===== src/shared/pdc_pkg.sv =====
package pdc_pkg;

  // ************************************************************
  // frame identifiers
  // ************************************************************
  localparam logic [10:0] PDC_RX_BASE_ID = 11'h200;
  localparam logic [10:0] PDC_TX_BASE_ID = 11'h180;
  localparam logic [3:0] PDC_FRAME_LEN = 4'h8;

  // ************************************************************
  // object indices of the process-data fields
  // ************************************************************
  localparam logic [15:0] PDC_IDX_TARGET_POSITION = 16'h2001;
  localparam logic [15:0] PDC_IDX_ACTUAL_POSITION = 16'h2003;
  localparam logic [15:0] PDC_IDX_COMMAND_WORD = 16'h2024;
  localparam logic [15:0] PDC_IDX_DRIVE_STATUS_WORD = 16'h2025;
  localparam logic [15:0] PDC_IDX_PRESENT_SPEED = 16'h2030;

  // ************************************************************
  // command word bits
  // ************************************************************
  localparam int PDC_CW_MAN_UP = 0;
  localparam int PDC_CW_MAN_DOWN = 1;
  localparam int PDC_CW_TAKE_TARGET = 2;
  localparam int PDC_CW_RELEASE = 4;
  localparam int PDC_CW_NO_LOOP = 6;
  localparam int PDC_CW_READJUST = 10;
  localparam int PDC_CW_TOGGLE = 13;
  localparam int PDC_CW_ACK = 14;

  // ************************************************************
  // status word bits
  // ************************************************************
  localparam int PDC_ST_REACHED = 0;
  localparam int PDC_ST_RSVD1 = 1;
  localparam int PDC_ST_TOGGLE = 2;
  localparam int PDC_ST_POWER = 4;
  localparam int PDC_ST_ABORTED = 5;
  localparam int PDC_ST_RUNNING = 6;
  localparam int PDC_ST_HOT = 7;
  localparam int PDC_ST_AGAINST_LOOP = 8;
  localparam int PDC_ST_FATAL = 9;
  localparam int PDC_ST_BLOCKED = 10;
  localparam int PDC_ST_DISPLACED = 11;
  localparam int PDC_ST_BAD_TARGET = 12;
  localparam int PDC_ST_POWER_LOST = 13;
  localparam int PDC_ST_LIMIT_FWD = 14;
  localparam int PDC_ST_LIMIT_REV = 15;
  localparam logic [15:0] PDC_STATUS_RESET = 16'h0100;

  // ************************************************************
  // analog thresholds
  // ************************************************************
  localparam logic [15:0] PDC_VMAX_MV = 16'h7530;
  localparam logic signed [15:0] PDC_TEMP_HYST_C = 16'sh0005;

  // ************************************************************
  // run state
  // ************************************************************
  typedef enum logic [2:0] {
    PDC_IDLE = 3'b001,
    PDC_POS = 3'b010,
    PDC_MAN = 3'b100
  } pdc_run_type;

  function automatic logic pdc_within(input logic signed [31:0] v,
                                      input logic signed [31:0] lo,
                                      input logic signed [31:0] hi);
    pdc_within = (v >= lo) && (v <= hi);
  endfunction : pdc_within

  function automatic logic [31:0] pdc_absdiff(input logic signed [31:0] a,
                                              input logic signed [31:0] b);
    pdc_absdiff = (a > b) ? 32'(a - b) : 32'(b - a);
  endfunction : pdc_absdiff

endpackage : pdc_pkg


===== src/rtl/pdc_drive.sv =====
// Summary of operation
// - commands arrive on 0x200 plus node address
// - process data sent on 0x180 plus node
// - target reached flag set and cleared
// - control toggle copied into status bit 2
// - motor power bit tracks voltage window
// - release withdrawal abort flag, cleared by run/ack
// - running bit follows motor rotation
// - overtemperature flag with 5 degree hysteresis
// - against-loop flag set at reset, cleared on reach
// - fatal error bit cleared only by reset
// - blocked run flag and its clears
// - external displacement flag and its clears
// - bad target flag on out-of-limit targets
// - motor power missing flag at start/run
// - limit bits set beyond range, cleared inside
// - bits 0/1 request manual runs
// - target taken only with bit 2
// - release gates runs; dropping it aborts
// - bit 6 approaches targets without loop
// - readjust against loop needs bit 10
// - acknowledge edge clears error bits
`timescale 1ns/1ps
module pdc_drive
  import pdc_pkg::*;
(
  input wire logic clk,
  input wire logic rst_n,
  input wire logic [6:0] node_addr,
  input wire logic rx_valid,
  input wire logic [10:0] rx_id,
  input wire logic [3:0] rx_dlc,
  input wire logic [63:0] rx_data,
  input wire logic tx_ready,
  output logic tx_valid,
  output logic [10:0] tx_id,
  output logic [63:0] tx_data,
  input wire logic signed [31:0] actual_position,
  input wire logic [15:0] present_speed,
  input wire logic [15:0] motor_voltage,
  input wire logic [15:0] motor_voltage_threshold,
  input wire logic signed [15:0] temperature,
  input wire logic signed [15:0] temp_limit,
  input wire logic signed [31:0] upper_limit,
  input wire logic signed [31:0] lower_limit,
  input wire logic signed [31:0] loop_length,
  input wire logic [31:0] pos_window,
  input wire logic rotating,
  input wire logic run_reverse,
  input wire logic pos_done,
  input wire logic ref_loop_done,
  input wire logic overload_abort,
  input wire logic ext_rotation,
  input wire logic ext_rot_neg,
  input wire logic flash_fault,
  input wire logic calc_fault,
  output logic run_start,
  output logic run_abort,
  output logic release_on,
  output logic manual_up,
  output logic manual_down,
  output logic direct_approach,
  output logic readjust_enable,
  output logic [31:0] target_position,
  output logic [15:0] command_word,
  output logic [15:0] drive_status_word
);

  typedef struct packed {
    pdc_run_type run;
    logic [15:0] status;
    logic [15:0] cw;
    logic ack_prev;
    logic [31:0] target;
    logic tgt_valid;
    logic start;
    logic abort;
    logic tx_req;
  } pdc_drive_state_type;

  pdc_drive_state_type s;
  pdc_drive_state_type next_s;

  logic cw_valid;
  logic [15:0] cw;
  logic [31:0] cw_target;
  logic pwr_ok;
  logic ack_edge;
  logic tgt_ok;
  logic loop_on;
  logic manual_req;
  logic pos_req;
  logic opposite;
  logic [31:0] run_target;
  logic signed [31:0] loop_end;
  logic signed [15:0] temp_clear;

  // ************************************************************
  // frame ends
  // ************************************************************
  pdc_rx_decode u_rx (
    .clk(clk),
    .rst_n(rst_n),
    .node_addr(node_addr),
    .rx_valid(rx_valid),
    .rx_id(rx_id),
    .rx_dlc(rx_dlc),
    .rx_data(rx_data),
    .cw_valid(cw_valid),
    .cw(cw),
    .cw_target(cw_target)
  );

  pdc_tx_encode u_tx (
    .clk(clk),
    .rst_n(rst_n),
    .node_addr(node_addr),
    .send_req(s.tx_req),
    .status(s.status),
    .speed(present_speed),
    .actual(actual_position),
    .tx_ready(tx_ready),
    .tx_valid(tx_valid),
    .tx_id(tx_id),
    .tx_data(tx_data)
  );

  // ************************************************************
  // status and run control
  // ************************************************************
  always_comb begin
    next_s = s;
    next_s.start = 1'b0;
    next_s.abort = 1'b0;
    ack_edge = 1'b0;
    manual_req = 1'b0;
    pos_req = 1'b0;
    run_target = s.target;
    pwr_ok = (motor_voltage > motor_voltage_threshold) && (motor_voltage < PDC_VMAX_MV);
    temp_clear = 16'(temp_limit - PDC_TEMP_HYST_C);
    loop_on = !cw[PDC_CW_NO_LOOP] && (loop_length != 32'sh0);
    loop_end = 32'(signed'(cw_target) - loop_length);
    tgt_ok = pdc_within(signed'(cw_target), lower_limit, upper_limit)
             && (!loop_on || pdc_within(loop_end, lower_limit, upper_limit));
    opposite = (loop_length >= 32'sh0) ? ext_rot_neg : !ext_rot_neg;

    // level-driven bits
    next_s.status[PDC_ST_POWER] = pwr_ok;
    next_s.status[PDC_ST_RUNNING] = rotating;
    if (temperature <= temp_clear) begin
      next_s.status[PDC_ST_HOT] = 1'b0;
    end
    if (temperature > temp_limit) begin
      next_s.status[PDC_ST_HOT] = 1'b1;
    end
    if (actual_position > lower_limit && actual_position < upper_limit) begin
      next_s.status[PDC_ST_LIMIT_FWD] = 1'b0;
      next_s.status[PDC_ST_LIMIT_REV] = 1'b0;
    end

    // received command word
    if (cw_valid) begin
      next_s.cw = cw;
      ack_edge = cw[PDC_CW_ACK] && !s.ack_prev;
      next_s.ack_prev = cw[PDC_CW_ACK];
      next_s.status[PDC_ST_TOGGLE] = cw[PDC_CW_TOGGLE];
      if (ack_edge) begin
        next_s.status[PDC_ST_RSVD1] = 1'b0;
        next_s.status[PDC_ST_ABORTED] = 1'b0;
        next_s.status[PDC_ST_BLOCKED] = 1'b0;
        next_s.status[PDC_ST_DISPLACED] = 1'b0;
        next_s.status[PDC_ST_BAD_TARGET] = 1'b0;
        next_s.status[PDC_ST_POWER_LOST] = 1'b0;
      end
      if (cw[PDC_CW_TAKE_TARGET]) begin
        if (tgt_ok) begin
          next_s.target = cw_target;
          next_s.tgt_valid = 1'b1;
          next_s.status[PDC_ST_BAD_TARGET] = 1'b0;
          run_target = cw_target;
        end else begin
          next_s.status[PDC_ST_BAD_TARGET] = 1'b1;
          next_s.status[PDC_ST_REACHED] = 1'b0;
        end
      end
      case (s.run)
        PDC_IDLE: begin
          // fatal error refuses every run command
          if (cw[PDC_CW_RELEASE] && !s.status[PDC_ST_FATAL]) begin
            manual_req = cw[PDC_CW_MAN_UP] ^ cw[PDC_CW_MAN_DOWN];
            pos_req = !manual_req && (cw[PDC_CW_TAKE_TARGET] ? tgt_ok
                      : (!s.cw[PDC_CW_RELEASE] && s.tgt_valid));
          end
        end
        PDC_POS: begin
          if (!cw[PDC_CW_RELEASE]) begin
            next_s.run = PDC_IDLE;
            next_s.abort = 1'b1;
            next_s.status[PDC_ST_ABORTED] = 1'b1;
          end
        end
        PDC_MAN: begin
          if (!cw[PDC_CW_RELEASE]) begin
            next_s.run = PDC_IDLE;
            next_s.abort = 1'b1;
            next_s.status[PDC_ST_ABORTED] = 1'b1;
          end else if (!(cw[PDC_CW_MAN_UP] ^ cw[PDC_CW_MAN_DOWN])) begin
            next_s.run = PDC_IDLE;
            next_s.abort = 1'b1;
          end
        end
        default: begin
          next_s.run = PDC_IDLE;
        end
      endcase
    end

    // manual rotation at standstill, with optional readjustment
    if (ext_rotation && s.run == PDC_IDLE) begin
      next_s.status[PDC_ST_DISPLACED] = 1'b1;
      next_s.status[PDC_ST_REACHED] = 1'b0;
      if (s.cw[PDC_CW_RELEASE] && s.cw[PDC_CW_READJUST] && s.tgt_valid
          && !s.status[PDC_ST_FATAL]
          && (opposite || loop_length == 32'sh0)) begin
        if (pwr_ok) begin
          next_s.run = PDC_POS;
          next_s.start = 1'b1;
        end else begin
          next_s.status[PDC_ST_BLOCKED] = 1'b1;
          next_s.status[PDC_ST_POWER_LOST] = 1'b1;
        end
      end
    end

    // new run commands
    if (manual_req) begin
      next_s.run = PDC_MAN;
      next_s.start = 1'b1;
      next_s.status[PDC_ST_REACHED] = 1'b0;
      next_s.status[PDC_ST_ABORTED] = 1'b0;
    end
    if (pos_req) begin
      next_s.status[PDC_ST_ABORTED] = 1'b0;
      if (pwr_ok) begin
        next_s.run = PDC_POS;
        next_s.start = 1'b1;
        next_s.status[PDC_ST_POWER_LOST] = 1'b0;
        next_s.status[PDC_ST_BLOCKED] = 1'b0;
        next_s.status[PDC_ST_DISPLACED] = 1'b0;
        if (pdc_absdiff(signed'(run_target), actual_position) > pos_window) begin
          next_s.status[PDC_ST_REACHED] = 1'b0;
        end
      end else begin
        next_s.status[PDC_ST_POWER_LOST] = 1'b1;
      end
    end

    // motion-side events
    if (ref_loop_done) begin
      next_s.status[PDC_ST_AGAINST_LOOP] = 1'b0;
      next_s.status[PDC_ST_BLOCKED] = 1'b0;
      next_s.status[PDC_ST_DISPLACED] = 1'b0;
      if (actual_position == signed'(s.target)) begin
        next_s.status[PDC_ST_REACHED] = 1'b1;
      end
    end
    if (pos_done && s.run == PDC_POS) begin
      next_s.run = PDC_IDLE;
      next_s.status[PDC_ST_REACHED] = 1'b1;
      next_s.status[PDC_ST_AGAINST_LOOP] = 1'b0;
    end
    if (overload_abort && s.run != PDC_IDLE) begin
      next_s.run = PDC_IDLE;
      next_s.abort = 1'b1;
      next_s.status[PDC_ST_BLOCKED] = 1'b1;
    end
    if (s.run != PDC_IDLE && !pwr_ok) begin
      next_s.status[PDC_ST_POWER_LOST] = 1'b1;
    end
    if (rotating && (run_reverse == (loop_length >= 32'sh0))) begin
      next_s.status[PDC_ST_AGAINST_LOOP] = 1'b1;
    end
    if (flash_fault || calc_fault) begin
      next_s.status[PDC_ST_FATAL] = 1'b1;
    end
    if (actual_position > upper_limit
        || (s.run == PDC_MAN && manual_up && actual_position >= upper_limit)) begin
      next_s.status[PDC_ST_LIMIT_FWD] = 1'b1;
    end
    if (actual_position < lower_limit
        || (s.run == PDC_MAN && manual_down && actual_position <= lower_limit)) begin
      next_s.status[PDC_ST_LIMIT_REV] = 1'b1;
    end

    // answer each command word and every status change
    next_s.tx_req = cw_valid || (next_s.status != s.status);
  end

  always_ff @(posedge clk or negedge rst_n) begin
    if (!rst_n) begin
      s <= '{run: PDC_IDLE, status: PDC_STATUS_RESET, default: '0};
    end else begin
      s <= next_s;
    end
  end

  // ************************************************************
  // outputs to the motion core
  // ************************************************************
  assign run_start = s.start;
  assign run_abort = s.abort;
  assign release_on = s.cw[PDC_CW_RELEASE];
  assign manual_up = (s.run == PDC_MAN) && s.cw[PDC_CW_MAN_UP];
  assign manual_down = (s.run == PDC_MAN) && s.cw[PDC_CW_MAN_DOWN];
  assign direct_approach = s.cw[PDC_CW_NO_LOOP] || (loop_length == 32'sh0);
  assign readjust_enable = s.cw[PDC_CW_READJUST];
  assign target_position = s.target;
  assign command_word = s.cw;
  assign drive_status_word = s.status;

endmodule : pdc_drive


===== src/rtl/pdc_rx_decode.sv =====
`timescale 1ns/1ps
module pdc_rx_decode
  import pdc_pkg::*;
(
  input wire logic clk,
  input wire logic rst_n,
  input wire logic [6:0] node_addr,
  input wire logic rx_valid,
  input wire logic [10:0] rx_id,
  input wire logic [3:0] rx_dlc,
  input wire logic [63:0] rx_data,
  output logic cw_valid,
  output logic [15:0] cw,
  output logic [31:0] cw_target
);

  typedef struct packed {
    logic valid;
    logic [15:0] cw;
    logic [31:0] target;
  } pdc_rx_state_type;

  pdc_rx_state_type s;
  pdc_rx_state_type next_s;
  logic hit;

  // ************************************************************
  // frame filter and unpack
  // ************************************************************
  always_comb begin
    next_s = s;
    next_s.valid = 1'b0;
    hit = rx_valid && (rx_id == PDC_RX_BASE_ID + {4'h0, node_addr})
          && (rx_dlc == PDC_FRAME_LEN);
    if (hit) begin
      next_s.valid = 1'b1;
      next_s.cw = rx_data[15:0];
      next_s.target = rx_data[63:32];
    end
  end

  always_ff @(posedge clk or negedge rst_n) begin
    if (!rst_n) begin
      s <= '0;
    end else begin
      s <= next_s;
    end
  end

  assign cw_valid = s.valid;
  assign cw = s.cw;
  assign cw_target = s.target;

endmodule : pdc_rx_decode


===== src/rtl/pdc_tx_encode.sv =====
`timescale 1ns/1ps
module pdc_tx_encode
  import pdc_pkg::*;
(
  input wire logic clk,
  input wire logic rst_n,
  input wire logic [6:0] node_addr,
  input wire logic send_req,
  input wire logic [15:0] status,
  input wire logic [15:0] speed,
  input wire logic [31:0] actual,
  input wire logic tx_ready,
  output logic tx_valid,
  output logic [10:0] tx_id,
  output logic [63:0] tx_data
);

  typedef struct packed {
    logic busy;
    logic pending;
    logic [10:0] id;
    logic [63:0] data;
  } pdc_tx_state_type;

  pdc_tx_state_type s;
  pdc_tx_state_type next_s;

  // ************************************************************
  // frame latch, one request kept while busy
  // ************************************************************
  always_comb begin
    next_s = s;
    if (s.busy && tx_ready) begin
      next_s.busy = 1'b0;
    end
    if (send_req && s.busy) begin
      next_s.pending = 1'b1;
    end
    if (!next_s.busy && (send_req || s.pending)) begin
      next_s.busy = 1'b1;
      next_s.pending = 1'b0;
      next_s.id = PDC_TX_BASE_ID + {4'h0, node_addr};
      next_s.data = {actual, speed, status};
    end
  end

  always_ff @(posedge clk or negedge rst_n) begin
    if (!rst_n) begin
      s <= '0;
    end else begin
      s <= next_s;
    end
  end

  assign tx_valid = s.busy;
  assign tx_id = s.id;
  assign tx_data = s.data;

endmodule : pdc_tx_encode


===== config.mk =====
export PLATFORM = sky130hd
export DESIGN_NAME = pdc_drive
export DESIGN_NICKNAME = d
export VERILOG_FILES = /design/src/shared/pdc_pkg.sv /design/src/rtl/pdc_drive.sv /design/src/rtl/pdc_rx_decode.sv /design/src/rtl/pdc_tx_encode.sv
export SDC_FILE = /design/constraint.sdc
export NUM_CORES = 1
export LEC_CHECK = 0
export ABC_AREA = 1
export BUFFER_PORTS_ARGS = -buffer_cell sky130_fd_sc_hd__buf_2
export CORE_AREA = 5 5 203 205
export CTS_BUF_LIST = sky130_fd_sc_hd__clkbuf_8
export DETAILED_ROUTE_END_ITERATION = 8
export DIE_AREA = 0 0 208 210
export PLACE_DENSITY = 0.8
export SETUP_SLACK_MARGIN = 0.15
export SLEW_MARGIN = 30
export SYNTH_ARGS = -nofsm -noshare
export SYNTH_HDL_FRONTEND = slang
export SYNTH_SLANG_ARGS = --single-unit

===== constraint.sdc =====
create_clock -name clk -period 17.47 [get_ports clk]
set_input_delay 1.747 -clock clk [delete_from_list [all_inputs] [get_ports clk]]
set_output_delay 1.747 -clock clk [all_outputs]
set_load 0.05 [all_outputs]

==> results of run 1 <==
sequential cells by signal (all words and copies together), names as in the netlist:
name and count:
command_word 16, drive_status_word 15, run_abort 1, run_start 1
s 5, target_position 32, u_rx.cw 16, u_rx.cw_target 32
u_rx.cw_valid 1, u_tx.s 1, u_tx.tx_data 63, u_tx.tx_id 8
u_tx.tx_valid 1
worst max-delay path: cells and delay by family:
kind	cells	cell delay, ns
and+or+nand+nor	33	3.73
xor gates and xnor gates	2	0.35
buffers and inverters	6	1.21
AOI/OAI and AO/OA	14	2.88
adders and majority gates	5	1.54
final cells by class:
| type | count | area (µm²) | area share [%] |
|---|---|---|---|
| Tap cell | 525 | 657 | 2.80 |
| Clock inverter | 14 | 145 | 0.618 |
| Multi-Input combinational cell | 2126 | 13400 | 57.2 |
| Inverter | 474 | 1780 | 7.57 |
| Timing Repair Buffer | 472 | 2410 | 10.3 |
| Sequential cell | 192 | 4810 | 20.5 |
| Clock buffer | 18 | 248 | 1.05 |
| Antenna cell | 6 | 15.0 | 0.0639 |
metal layers:
| layer | GRT usage [%] | wire [µm] | vias to the layer above |
|---|---|---|---|
| li1 | - | - | 10300 |
| met1 | 38.8 | 28700 | 9481 |
| met5 | 0 | 0 | - |
| met3 | 4.87 | 4740 | 150 |
| met4 | 12.8 | 3160 | 0 |
| met2 | 50.1 | 31200 | 788 |
power groups by stage:
stage	clock [W]	combinational, W	sequential, W
after CTS	0.000307	0.000470	0.000483
after detailed placement	0	0.000469	0.000492
after global placement	0	0.000461	0.000490
after global routing	0.000323	0.000525	0.000487
after floorplan	0	0.000355	0.000488
final	0.000303	0.000473	0.000484
stage by stage:
step	area, µm²	utilization (%)	power [W]	instances	hold slack, ns
after floorplan	21300	-	0.000843	2971	0.443
after global placement	23000	58.7	0.000951	3788	0.450
after detailed placement	23000	58.7	0.000961	3788	0.457
after CTS	23400	59.7	0.00126	3820	0.482
after global routing	23500	59.8	0.00133	3826	0.498
final	23500	59.8	0.00126	3827	0.484
logic make-up after synthesis:
group / Yosys count / synth area share (%)
XOR/XNOR: 92 / 3.79
AO/OA/AOI/OAI: 596 / 15.6
flip-flops: 192 / 22.6
other: 1 / 0.0177
AND/OR/NAND/NOR: 1036 / 20.3
adder cells (fa/ha/maj): 370 / 21.9
multiplexers: 28 / 1.44
buffers and inverters: 653 / 14.3
worst min path at each step:
stage / from / to / slack [ns]
2_1_floorplan: command_word[11]$_DFFE_PN0P_ / command_word[11]$_DFFE_PN0P_ / 0.44
3_3_place_gp: command_word[2]$_DFFE_PN0P_ / command_word[2]$_DFFE_PN0P_ / 0.45
3_5_place_dp: command_word[8]$_DFFE_PN0P_ / command_word[8]$_DFFE_PN0P_ / 0.46
4_1_cts: command_word[8]$_DFFE_PN0P_ / command_word[8]$_DFFE_PN0P_ / 0.48
5_1_grt: u_rx.cw[13]$_DFFE_PN0P_ / u_rx.cw[13]$_DFFE_PN0P_ / 0.50
6_report: command_word[2]$_DFFE_PN0P_ / command_word[2]$_DFFE_PN0P_ / 0.48
cells in the final DEF (no fill, tap or decap), types with 11 or more instances in the layout:
| master | n |
|---|---|
| nand3_1 | 68 |
| clkbuf_8 | 19 |
| nor4_1 | 20 |
| mux2_2 | 21 |
| o21a_1 | 20 |
| nor3_1 | 21 |
| a211oi_1 | 11 |
| o22ai_1 | 12 |
| ha_1 | 367 |
| xnor2_1 | 33 |
| inv_1 | 471 |
| dfrtp_1 | 190 |
| buf_2 | 464 |
| o211ai_1 | 13 |
| o21ai_1 | 41 |
| o21ai_2 | 12 |
| o21ai_0 | 160 |
| a21oi_1 | 272 |
| nor2_1 | 172 |
| nand2_1 | 674 |
| xor2_1 | 59 |
| nand4_1 | 52 |
==> key figures, run 1 <==
Setup path
  • R2R Setup Slk: 7.13 ns
  • Worst Path Required: 17.88 ns
  • CP Launch Type: input pin
  • Largest fanout on the critical path: 66
  • CP max stage delay: 0.52 ns
  • Crit-path slowest cell: inv_2
  • Reg2reg path depth: 60
  • Critical path origin: loop_length[0]
  • Worst Path Arrival: 11.52 ns
  • Crit path capture type: flip-flop
  • RR Startpoint: u_rx.cw_target[0]$_DFFE_PN0P_
  • Most frequent CP cell: nand2_1
  • Kind of critical path: in -> reg
  • RR Endpoint: s[0]$_DFF_PN0_
  • Worst setup path end: s[0]$_DFF_PN0_

Final layout
  • Layout overhead on the synthesized area: 10.6%
  • Post-layout nets: 3992
  • Fill cells: 3778
  • Layout cell share with drive strength beyond 1: 17.3%

Run
  • Max Cap Viol: 0

Timing
  • Relative slew slack: 37.1%
  • Final period util: 63.6%
  • Setup-failing EPs final: 0
  • Setup TNS: 0 ns
  • RSZ-0062 raised after global routing: false
  • Final Slew Violations: 0
  • Fmax: 90.0 MHz
  • Skew final: 0.0285 ns
  • Worst setup margin: 6.36 ns
  • Worst Max-Slew Pin Slew: 0.942 ns
  • Minimum clock period: 11.11 ns
  • Final hold vios: 0

Route
  • Wire per inst: 17.7 µm
  • Post-DRT Antenna Nets: 0
  • Drt initial violations: 1621
  • TritonRoute pass-1 iters: 5
  • Vias per cell: 5.41
  • DRT Wirelength: 67800 µm
  • Routed via count: 20700
  • DRC viols: 0

Synth
  • Main synth FF type: dfrtp_1
  • Top cell type's share of synthesized area: 22.4%
  • Leading cell types by count after synthesis: nand2_1 (674), inv_1 (470), ha_1 (367)
  • Synth Warn #: 0
  • Syn avg cell area: 7.16 µm²
  • Seq/Total Area, Yosys: 22.6%
  • Largest area contributor in the netlist: dfrtp_1
  • Synthesized netlist cell count: 2968
  • EDFF count, synth: 0
  • Cell area after synthesis: 21200 µm²
  • Yosys reg bits: 192
  • Yosys cell types: 61
  • Count leader, synth: nand2_1
  • Synth area leaders: dfrtp_1 (22%), ha_1 (22%), nand2_1 (12%)
  • Synth async-reset ratio: 100%

Global route
  • Total global routing overflow: 0
  • Vias in the first global route: 20000
  • GRT Overall Usage: 30.0%
  • First-pass GRT wire length: 105000 µm
  • Largest net degree at the start of global routing: 83
  • Initial antenna violation count: 5

Clock tree
  • Post-CTS setup buffers: 0
  • Post-cts repair resize count: 0
  • Worst skew pair latency: 0.52 ns
  • CTS tree: built
  • CTS Buf Count: 17
  • H-tree Lvls: 4
  • Clock sink count: 192
  • Worst-path clk slew: 0.11 ns
  • CTS max path bufs: 2
  • Hold_buf cts: 0
  • Clk root buf: clkbuf_8

Die
  • Die Width: 208 µm
  • Area of the core: 39300 µm²
  • FP Rows: 73
  • Initial Util: 54.1%
  • Die Ht: 210 µm
  • I/O pin count: 486
  • Total die area: 43700 µm²

Placed design
  • RD Place Congestion: 0.968
  • DP HPWL: 57900 µm
  • Port bufs: 465
  • DP Worst Slack: 5.80 ns

Worst hold path
  • Hold depth: 2
  • Worst hold path type: reg -> reg

Power
  • Cell Pwr Density: 53.6 nW/µm²
  • Internal power consumption: 0.000734 W
  • P_sw: 0.000525 W
  • Clock power share: 24.0%
  • Leak: 13.1 nW
  • Sw Share: 41.7%
  • Seq pwr share: 38.4%
  • VDD IR max: 0.0000491 V
  • Combinational share of power: 37.5%

Status
  • Outcome: completed
Power figures use the tool's default switching activity.
==> run 2, diff against run 1 <==
--- a/config.mk
+++ b/config.mk
@@ -5,12 +5,12 @@
 export SDC_FILE = /design/constraint.sdc
 export NUM_CORES = 1
 export LEC_CHECK = 0
-export ABC_AREA = 1
+export ABC_AREA = 0
 export BUFFER_PORTS_ARGS = -buffer_cell sky130_fd_sc_hd__buf_2
-export CORE_AREA = 5 5 203 205
+export CORE_AREA = 5 5 207 209
 export CTS_BUF_LIST = sky130_fd_sc_hd__clkbuf_8
 export DETAILED_ROUTE_END_ITERATION = 8
-export DIE_AREA = 0 0 208 210
+export DIE_AREA = 0 0 212 214
 export PLACE_DENSITY = 0.8
 export SETUP_SLACK_MARGIN = 0.15
 export SLEW_MARGIN = 30
==> constraint.sdc (replaced) <==
create_clock -name clk -period 9.88 [get_ports clk]
set_input_delay 0.988 -clock clk [delete_from_list [all_inputs] [get_ports clk]]
set_output_delay 0.988 -clock clk [all_outputs]
set_load 0.05 [all_outputs]
==> run 2 against run 1 <==
Combinational power increased by 98%. Largest cell class unchanged. Highest routed layer unchanged. Largest power group is now combinational cells. Synthesized area is 1.5% lower. Critical path type is now reg -> reg. Power grew 89%. Non-clock buffer count rose by 350. Via count grew 0.38%. Core utilization increased by 5.4 points.
==> key figures, run 2 <==
Route
  • Wire per inst: 21.9 µm
  • Routed via count: 20800
  • TritonRoute pass-1 iters: 5
  • Vias per cell: 5.81
  • DRC viols: 0
  • Drt initial violations: 1555
  • Post-DRT Antenna Nets: 0
  • DRT Wirelength: 78500 µm

Setup path
  • Worst Path Arrival: 10.13 ns
  • CP top delay family: compound AO/OA/AOI/OAI gates
  • Most frequent CP cell: buf_4
  • Crit-path slowest cell: dfrtp_1
  • Worst Path Required: 10.39 ns
  • Buffers & Inverters on Critical Path: 12
  • Largest fanout on the critical path: 6
  • CP max stage delay: 0.41 ns
  • Crit path capture type: flip-flop
  • Kind of critical path: reg -> reg
  • CP Launch Type: flip-flop

Timing
  • Skew final: 0.0332 ns
  • Worst Max-Slew Pin Slew: 0.853 ns
  • Relative slew slack: 42.6%
  • Fmax: 104 MHz
  • Worst setup margin: 0.256 ns
  • Final period util: 97.4%
  • Final hold vios: 0
  • Final Slew Violations: 0
  • Minimum clock period: 9.62 ns
  • RSZ-0062 raised after global routing: true
  • Setup-failing EPs final: 0

Final layout
  • Most common cell after layout, fill and taps aside: buf_2
  • Final Cell Area: 26500 µm²
  • Most frequent cells in the layout: buf_2 (463), ha_1 (353), buf_4 (341)
  • Layout overhead on the synthesized area: 26.7%
  • Fill cells: 3352
  • Post-layout nets: 3732
  • Layout cell share with drive strength beyond 1: 37.7%
  • Max FFs per register: 63

Die
  • I/O pin count: 486
  • Total die area: 45400 µm²
  • Die Ht: 214 µm
  • Area of the core: 40600 µm²
  • Die Width: 212 µm
  • FP Rows: 74
  • Initial Util: 51.5%

Synth
  • Synthesized netlist cell count: 2368
  • Yosys reg bits: 192
  • Yosys cell types: 72
  • Main synth FF type: dfrtp_1
  • EDFF count, synth: 0
  • Synth Warn #: 0
  • Synth area leaders: dfrtp_1 (23%), ha_1 (22%), mux2_2 (10%)
  • Syn avg cell area: 8.83 µm²
  • Top cell type's share of synthesized area: 22.7%
  • Cell area after synthesis: 20900 µm²
  • Leading cell types by count after synthesis: ha_1 (367), inv_1 (262), a21oi_1 (205)
  • Synth async-reset ratio: 100%
  • Count leader, synth: ha_1
  • Largest area contributor in the netlist: dfrtp_1
  • Seq/Total Area, Yosys: 23.0%

Power
  • Leak: 14.2 nW
  • Seq pwr share: 36.2%
  • Clock power share: 24.4%
  • P_sw: 0.000944 W
  • VDD IR max: 0.000107 V
  • Internal power consumption: 0.00144 W
  • Sw Share: 39.7%
  • Combinational share of power: 39.4%
  • Cell Pwr Density: 89.8 nW/µm²

Worst hold path
  • Worst hold path type: in -> async

Clock tree
  • CTS max path bufs: 2
  • Clk root buf: clkbuf_8
  • Hold_buf cts: 0
  • Clock sink count: 192
  • Worst skew pair latency: 0.59 ns
  • CTS Buf Count: 17
  • CTS tree: built
  • H-tree Lvls: 4
  • Worst-path clk slew: 0.11 ns

Global route
  • Vias in the first global route: 21100
  • GRT Overall Usage: 33.0%
  • Largest net degree at the start of global routing: 84
  • First-pass GRT wire length: 117000 µm
  • Initial antenna violation count: 10
  • Total global routing overflow: 0

Run
  • Max Cap Viol: 0

Placed design
  • DP Worst Slack: -1.09 ns
  • Post-Place Cell Area: 25100 µm²
  • DP HPWL: 65500 µm
  • RD Place Congestion: 1.00
  • Port bufs: 465

Status
  • Outcome: completed
## run 2: cell count changes after synthesis, moves of 56 or more
cell and delta:
nand2_1 -563, inv_1 -208, mux2_2 +173, nor2_1 -74, o21ai_0 -73, a21oi_1 -67
a21o_1 +64, xnor2_1 +56
## run 2: logic make-up (layout without fill, tap and decap cells)
| group | after synthesis | in the layout | share of synthesized area (%) |
|---|---|---|---|
| AO/OA/AOI/OAI | 527 | 527 | 15.8 |
| AND/OR/NAND/NOR | 502 | 502 | 12.3 |
| multiplexers | 205 | 205 | 11.0 |
| other | 1 | 16 | 0.0179 |
| buffers and inverters | 451 | 1116 | 10.7 |
| flip-flops | 192 | 192 | 23.0 |
| adder cells (fa/ha/maj) | 370 | 370 | 22.2 |
| XOR/XNOR | 120 | 120 | 5.02 |
## run 2: area by class of cell
cell class	count	area, µm²	area share, %
flip-flops and latches	192	4810	18.1
clock inverters	14	175	0.661
well taps	532	666	2.51
repair buffers	822	5170	19.5
inverters	262	983	3.71
multi-input cells	1728	14400	54.4
diodes	12	30.0	0.113
clock buffers	18	248	0.934
## run 2: worst paths after layout
kind                                             endpoint  slack (ns)  depth (start not counted)                          start
setup reg to reg           drive_status_word[0]$_DFF_PN0_        0.26                         54  u_rx.cw_target[0]$_DFFE_PN0P_
max in group asynchronous    u_tx.tx_data[20]$_DFFE_PN0P_        7.75                          3                          rst_n
setup / recovery           drive_status_word[0]$_DFF_PN0_        0.26                         54  u_rx.cw_target[0]$_DFFE_PN0P_
hold reg to reg              u_tx.tx_data[63]$_DFFE_PN0P_        0.51                          1   u_tx.tx_data[63]$_DFFE_PN0P_
hold / removal              u_rx.cw_target[3]$_DFFE_PN0P_        0.46                          1                          rst_n
min in group clk             u_tx.tx_data[63]$_DFFE_PN0P_        0.51                          1   u_tx.tx_data[63]$_DFFE_PN0P_
## run 2: power by group through the flow
| stage | Clock [W] | Sequential, W | Combinational (W) |
|---|---|---|---|
| final | 0.000581 | 0.000863 | 0.000938 |
| after global routing | 0.000625 | 0.000868 | 0.00101 |
| after CTS | 0.000600 | 0.000862 | 0.000903 |
| after detailed placement | 0 | 0.000878 | 0.000896 |
| after global placement | 0 | 0.000873 | 0.000866 |
| after floorplan | 0 | 0.000869 | 0.000608 |
## run 2: through the flow
stage | hold slack [ns] | cells | setup TNS, ns | power [W] | util, %
global placement | 0.484 | 3502 | -0.833 | 0.00174 | 61.9
global route | 0.499 | 3578 | -0.232 | 0.00250 | 65.2
finish | 0.458 | 3580 | 0 | 0.00238 | 65.2
CTS | 0.430 | 3538 | 0 | 0.00237 | 63.3
floorplan | 0.449 | 2371 | 0 | 0.00148 | -
detailed placement | 0.489 | 3502 | -1.09 | 0.00177 | 61.9
## run 2: metal layers
| layer | GRT usage (%) | vias up | routed length, µm |
|---|---|---|---|
| met4 | 16.0 | 0 | 4310 |
| met3 | 4.58 | 218 | 4960 |
| met5 | 0 | - | 0 |
| met2 | 54.4 | 889 | 37100 |
| li1 | - | 9680 | - |
| met1 | 42.4 | 10000 | 32100 |
## run 2: repair_timing
item | CTS | global route
gates resized for setup | 32 | 93
setup buffers | 3 | 28
endpoints found under the setup margin | 1 | 1
cloned | 1 | 1
pin swaps | 9 | 61
==> run 3, diff against run 2 <==
--- a/config.mk
+++ b/config.mk
@@ -6,12 +6,13 @@
 export NUM_CORES = 1
 export LEC_CHECK = 0
 export ABC_AREA = 0
-export BUFFER_PORTS_ARGS = -buffer_cell sky130_fd_sc_hd__buf_2
-export CORE_AREA = 5 5 207 209
+export BUFFER_PORTS_ARGS = -buffer_cell sky130_fd_sc_hd__clkbuf_2
+export CORE_AREA = 5 5 202 204
 export CTS_BUF_LIST = sky130_fd_sc_hd__clkbuf_8
 export DETAILED_ROUTE_END_ITERATION = 8
-export DIE_AREA = 0 0 212 214
+export DIE_AREA = 0 0 207 209
 export PLACE_DENSITY = 0.8
+export REMOVE_ABC_BUFFERS = 1
 export SETUP_SLACK_MARGIN = 0.15
 export SLEW_MARGIN = 30
 export SYNTH_ARGS = -nofsm -noshare
==> constraint.sdc (replaced) <==
create_clock -name clk -period 9.5 [get_ports clk]
set_input_delay 0.95 -clock clk [delete_from_list [all_inputs] [get_ports clk]]
set_output_delay 0.95 -clock clk [all_outputs]
set_load 0.05 [all_outputs]
==> run 3 against run 2 <==
Combinational power grew 4.6%. Global-route usage grew 2.8 points. Clock power is 3% higher. Clock-buffer cell count down 1. Design area is 0.30% higher. Power grew 4.2%. Critical path depth decreased by 2. Flip-flop and latch count unchanged. Core utilization increased by 2.8 points. Die area is 4.6% lower. Hold slack got worse by 0.068 ns. Critical path type is now in -> reg. Critical endpoint unchanged. Largest cell class unchanged. Highest routed layer is now met5.
==> key figures, run 3 (synthesis gave the netlist of run 2 again) <==
Global route
  • Vias in the first global route: 21600
  • Largest net degree at the start of global routing: 74
  • GRT Overall Usage: 35.8%
  • Initial antenna violation count: 5
  • First-pass GRT wire length: 122000 µm
  • Total global routing overflow: 0

Setup path
  • Worst Path Arrival: 9.92 ns
  • Most frequent CP cell: buf_4
  • Buffers & Inverters on Critical Path: 13
  • CP Depth: 52
  • Worst Path Required: 9.99 ns
  • Crit path capture type: flip-flop
  • CP max stage delay: 0.35 ns
  • RR Startpoint: u_rx.cw_target[0]$_DFFE_PN0P_
  • Crit-path slowest cell: fa_2
  • Critical path origin: loop_length[8]
  • CP top delay family: compound AO/OA/AOI/OAI gates
  • Reg2reg path depth: 52
  • Kind of critical path: in -> reg
  • Largest fanout on the critical path: 7
  • CP Launch Type: input pin

Die
  • I/O pin count: 486
  • Total die area: 43300 µm²
  • Die Ht: 209 µm
  • Area of the core: 39100 µm²
  • FP Rows: 73
  • Initial Util: 53.5%
  • Die Width: 207 µm

Route
  • DRT Wirelength: 80800 µm
  • Vias per cell: 5.86
  • TritonRoute pass-1 iters: 5
  • Met3 wire length: 5360 µm
  • Routed met1 length: 33400 µm
  • DRC viols: 0
  • Drt initial violations: 1664
  • Wire length on met2: 38100 µm
  • Post-DRT Antenna Nets: 0
  • Wire per inst: 22.7 µm
  • Top sig layer: met5
  • Routed via count: 20800

Placed design
  • Port bufs: 465
  • DP HPWL: 67400 µm
  • Post-Place Cell Area: 25100 µm²
  • Placed instance count: 3491
  • RD Place Congestion: 1.01
  • DP Worst Slack: -1.42 ns

Clock tree
  • Worst-path clk slew: 0.13 ns
  • H-tree Lvls: 4
  • Hold_buf cts: 0
  • Clk root buf: clkbuf_8
  • Clock sink count: 192
  • CTS max path bufs: 2
  • CTS tree: built
  • CTS Buf Count: 17
  • Worst skew pair latency: 0.55 ns

Final layout
  • Post-layout nets: 3724
  • Most common cell after layout, fill and taps aside: clkbuf_2
  • Post-Layout Cell Count: 3557
  • Fill cells: 3207
  • Layout cell share with drive strength beyond 1: 38.0%
  • Area of the multi-input gates: 14600 µm²
  • Most frequent cells in the layout: clkbuf_2 (464), ha_1 (356), buf_4 (332)
  • Final Cell Area: 26600 µm²
  • Storage element area: 4810 µm²
  • Layout overhead on the synthesized area: 27.1%
  • Util after Layout: 68.0%
  • Max FFs per register: 63

Timing
  • Minimum clock period: 9.43 ns
  • Worst setup margin: 0.0728 ns
  • Relative slew slack: 45.8%
  • Fmax: 106 MHz
  • Final hold vios: 0
  • Final period util: 99.2%
  • Skew final: 0.0213 ns
  • Worst Max-Slew Pin Slew: 0.813 ns
  • Setup TNS: 0 ns
  • Setup-failing EPs final: 0
  • Final Slew Violations: 0
  • RSZ-0062 raised after global routing: true

Power
  • Cell Pwr Density: 93.3 nW/µm²
  • VDD IR max: 0.000146 V
  • Leak: 14.3 nW

Worst hold path
  • Worst hold path type: in -> async

Status
  • Outcome: completed

Run
  • Max Cap Viol: 0
[run 3: final cells by class]
type | instances | share of cell area [%]
diodes | 4 | 0.0376
well taps | 525 | 2.47
clock inverters | 15 | 0.720
clock buffers | 17 | 0.880
multi-input cells | 1728 | 54.9
flip-flops and latches | 192 | 18.1
inverters | 262 | 3.70
repair buffers | 814 | 19.2
[run 3: repair_timing]
action	4_1_cts	5_1_grt
endpoints found under the setup margin	1	1
pin swaps	69	33
hold endpoints to repair	0	0
setup buffers	22	5
gates resized for setup	133	26
gates cloned	3	0
[run 3: per-layer routing]
layer  vias up  track usage, %
met2       871            59.7
met3       203            5.96
met5         -               0
met1     10100            45.9
li1       9666               -
met4         2            16.1
[run 3: path summary, 6_finish.rpt]
kind / slack [ns] / end
worst max-delay path: 0.07 / drive_status_word[0]$_DFF_PN0_
worst min-delay path: 0.39 / u_rx.cw_target[21]$_DFFE_PN0P_
worst max register to register: 0.14 / drive_status_word[0]$_DFF_PN0_
worst min register to register: 0.51 / command_word[9]$_DFFE_PN0P_
max in group asynchronous: 7.83 / drive_status_word[9]$_DFF_PN0_
min in group clk: 0.51 / command_word[9]$_DFFE_PN0P_
[run 3: per-stage QoR]
| stage | hold WS, ns | total power (W) |
|---|---|---|
| 2_1_floorplan | 0.449 | 0.00146 |
| 3_3_place_gp | 0.476 | 0.00181 |
| 3_5_place_dp | 0.488 | 0.00184 |
| 4_1_cts | 0.369 | 0.00247 |
| 5_1_grt | 0.400 | 0.00261 |
| 6_report | 0.390 | 0.00248 |
[run 3: worst reg2reg max path, delay by kind of cell (launching register included)]
kind                     cells  cell delay (ns)
AND/OR/NAND/NOR              9             1.59
flip-flops                   1             0.41
AO/OA/AOI/OAI               23             3.38
adder cells (fa/ha/maj)      5             1.39
multiplexers                 2             0.68
buffers and inverters       11             1.59
XOR/XNOR                     2             0.23
[run 3: power by group]
part	total, W	switching, W	internal [W]
logic	0.000981	0.000602	0.000379
clock network	0.000601	0.000393	0.000208
registers	0.000899	0.0000339	0.000865
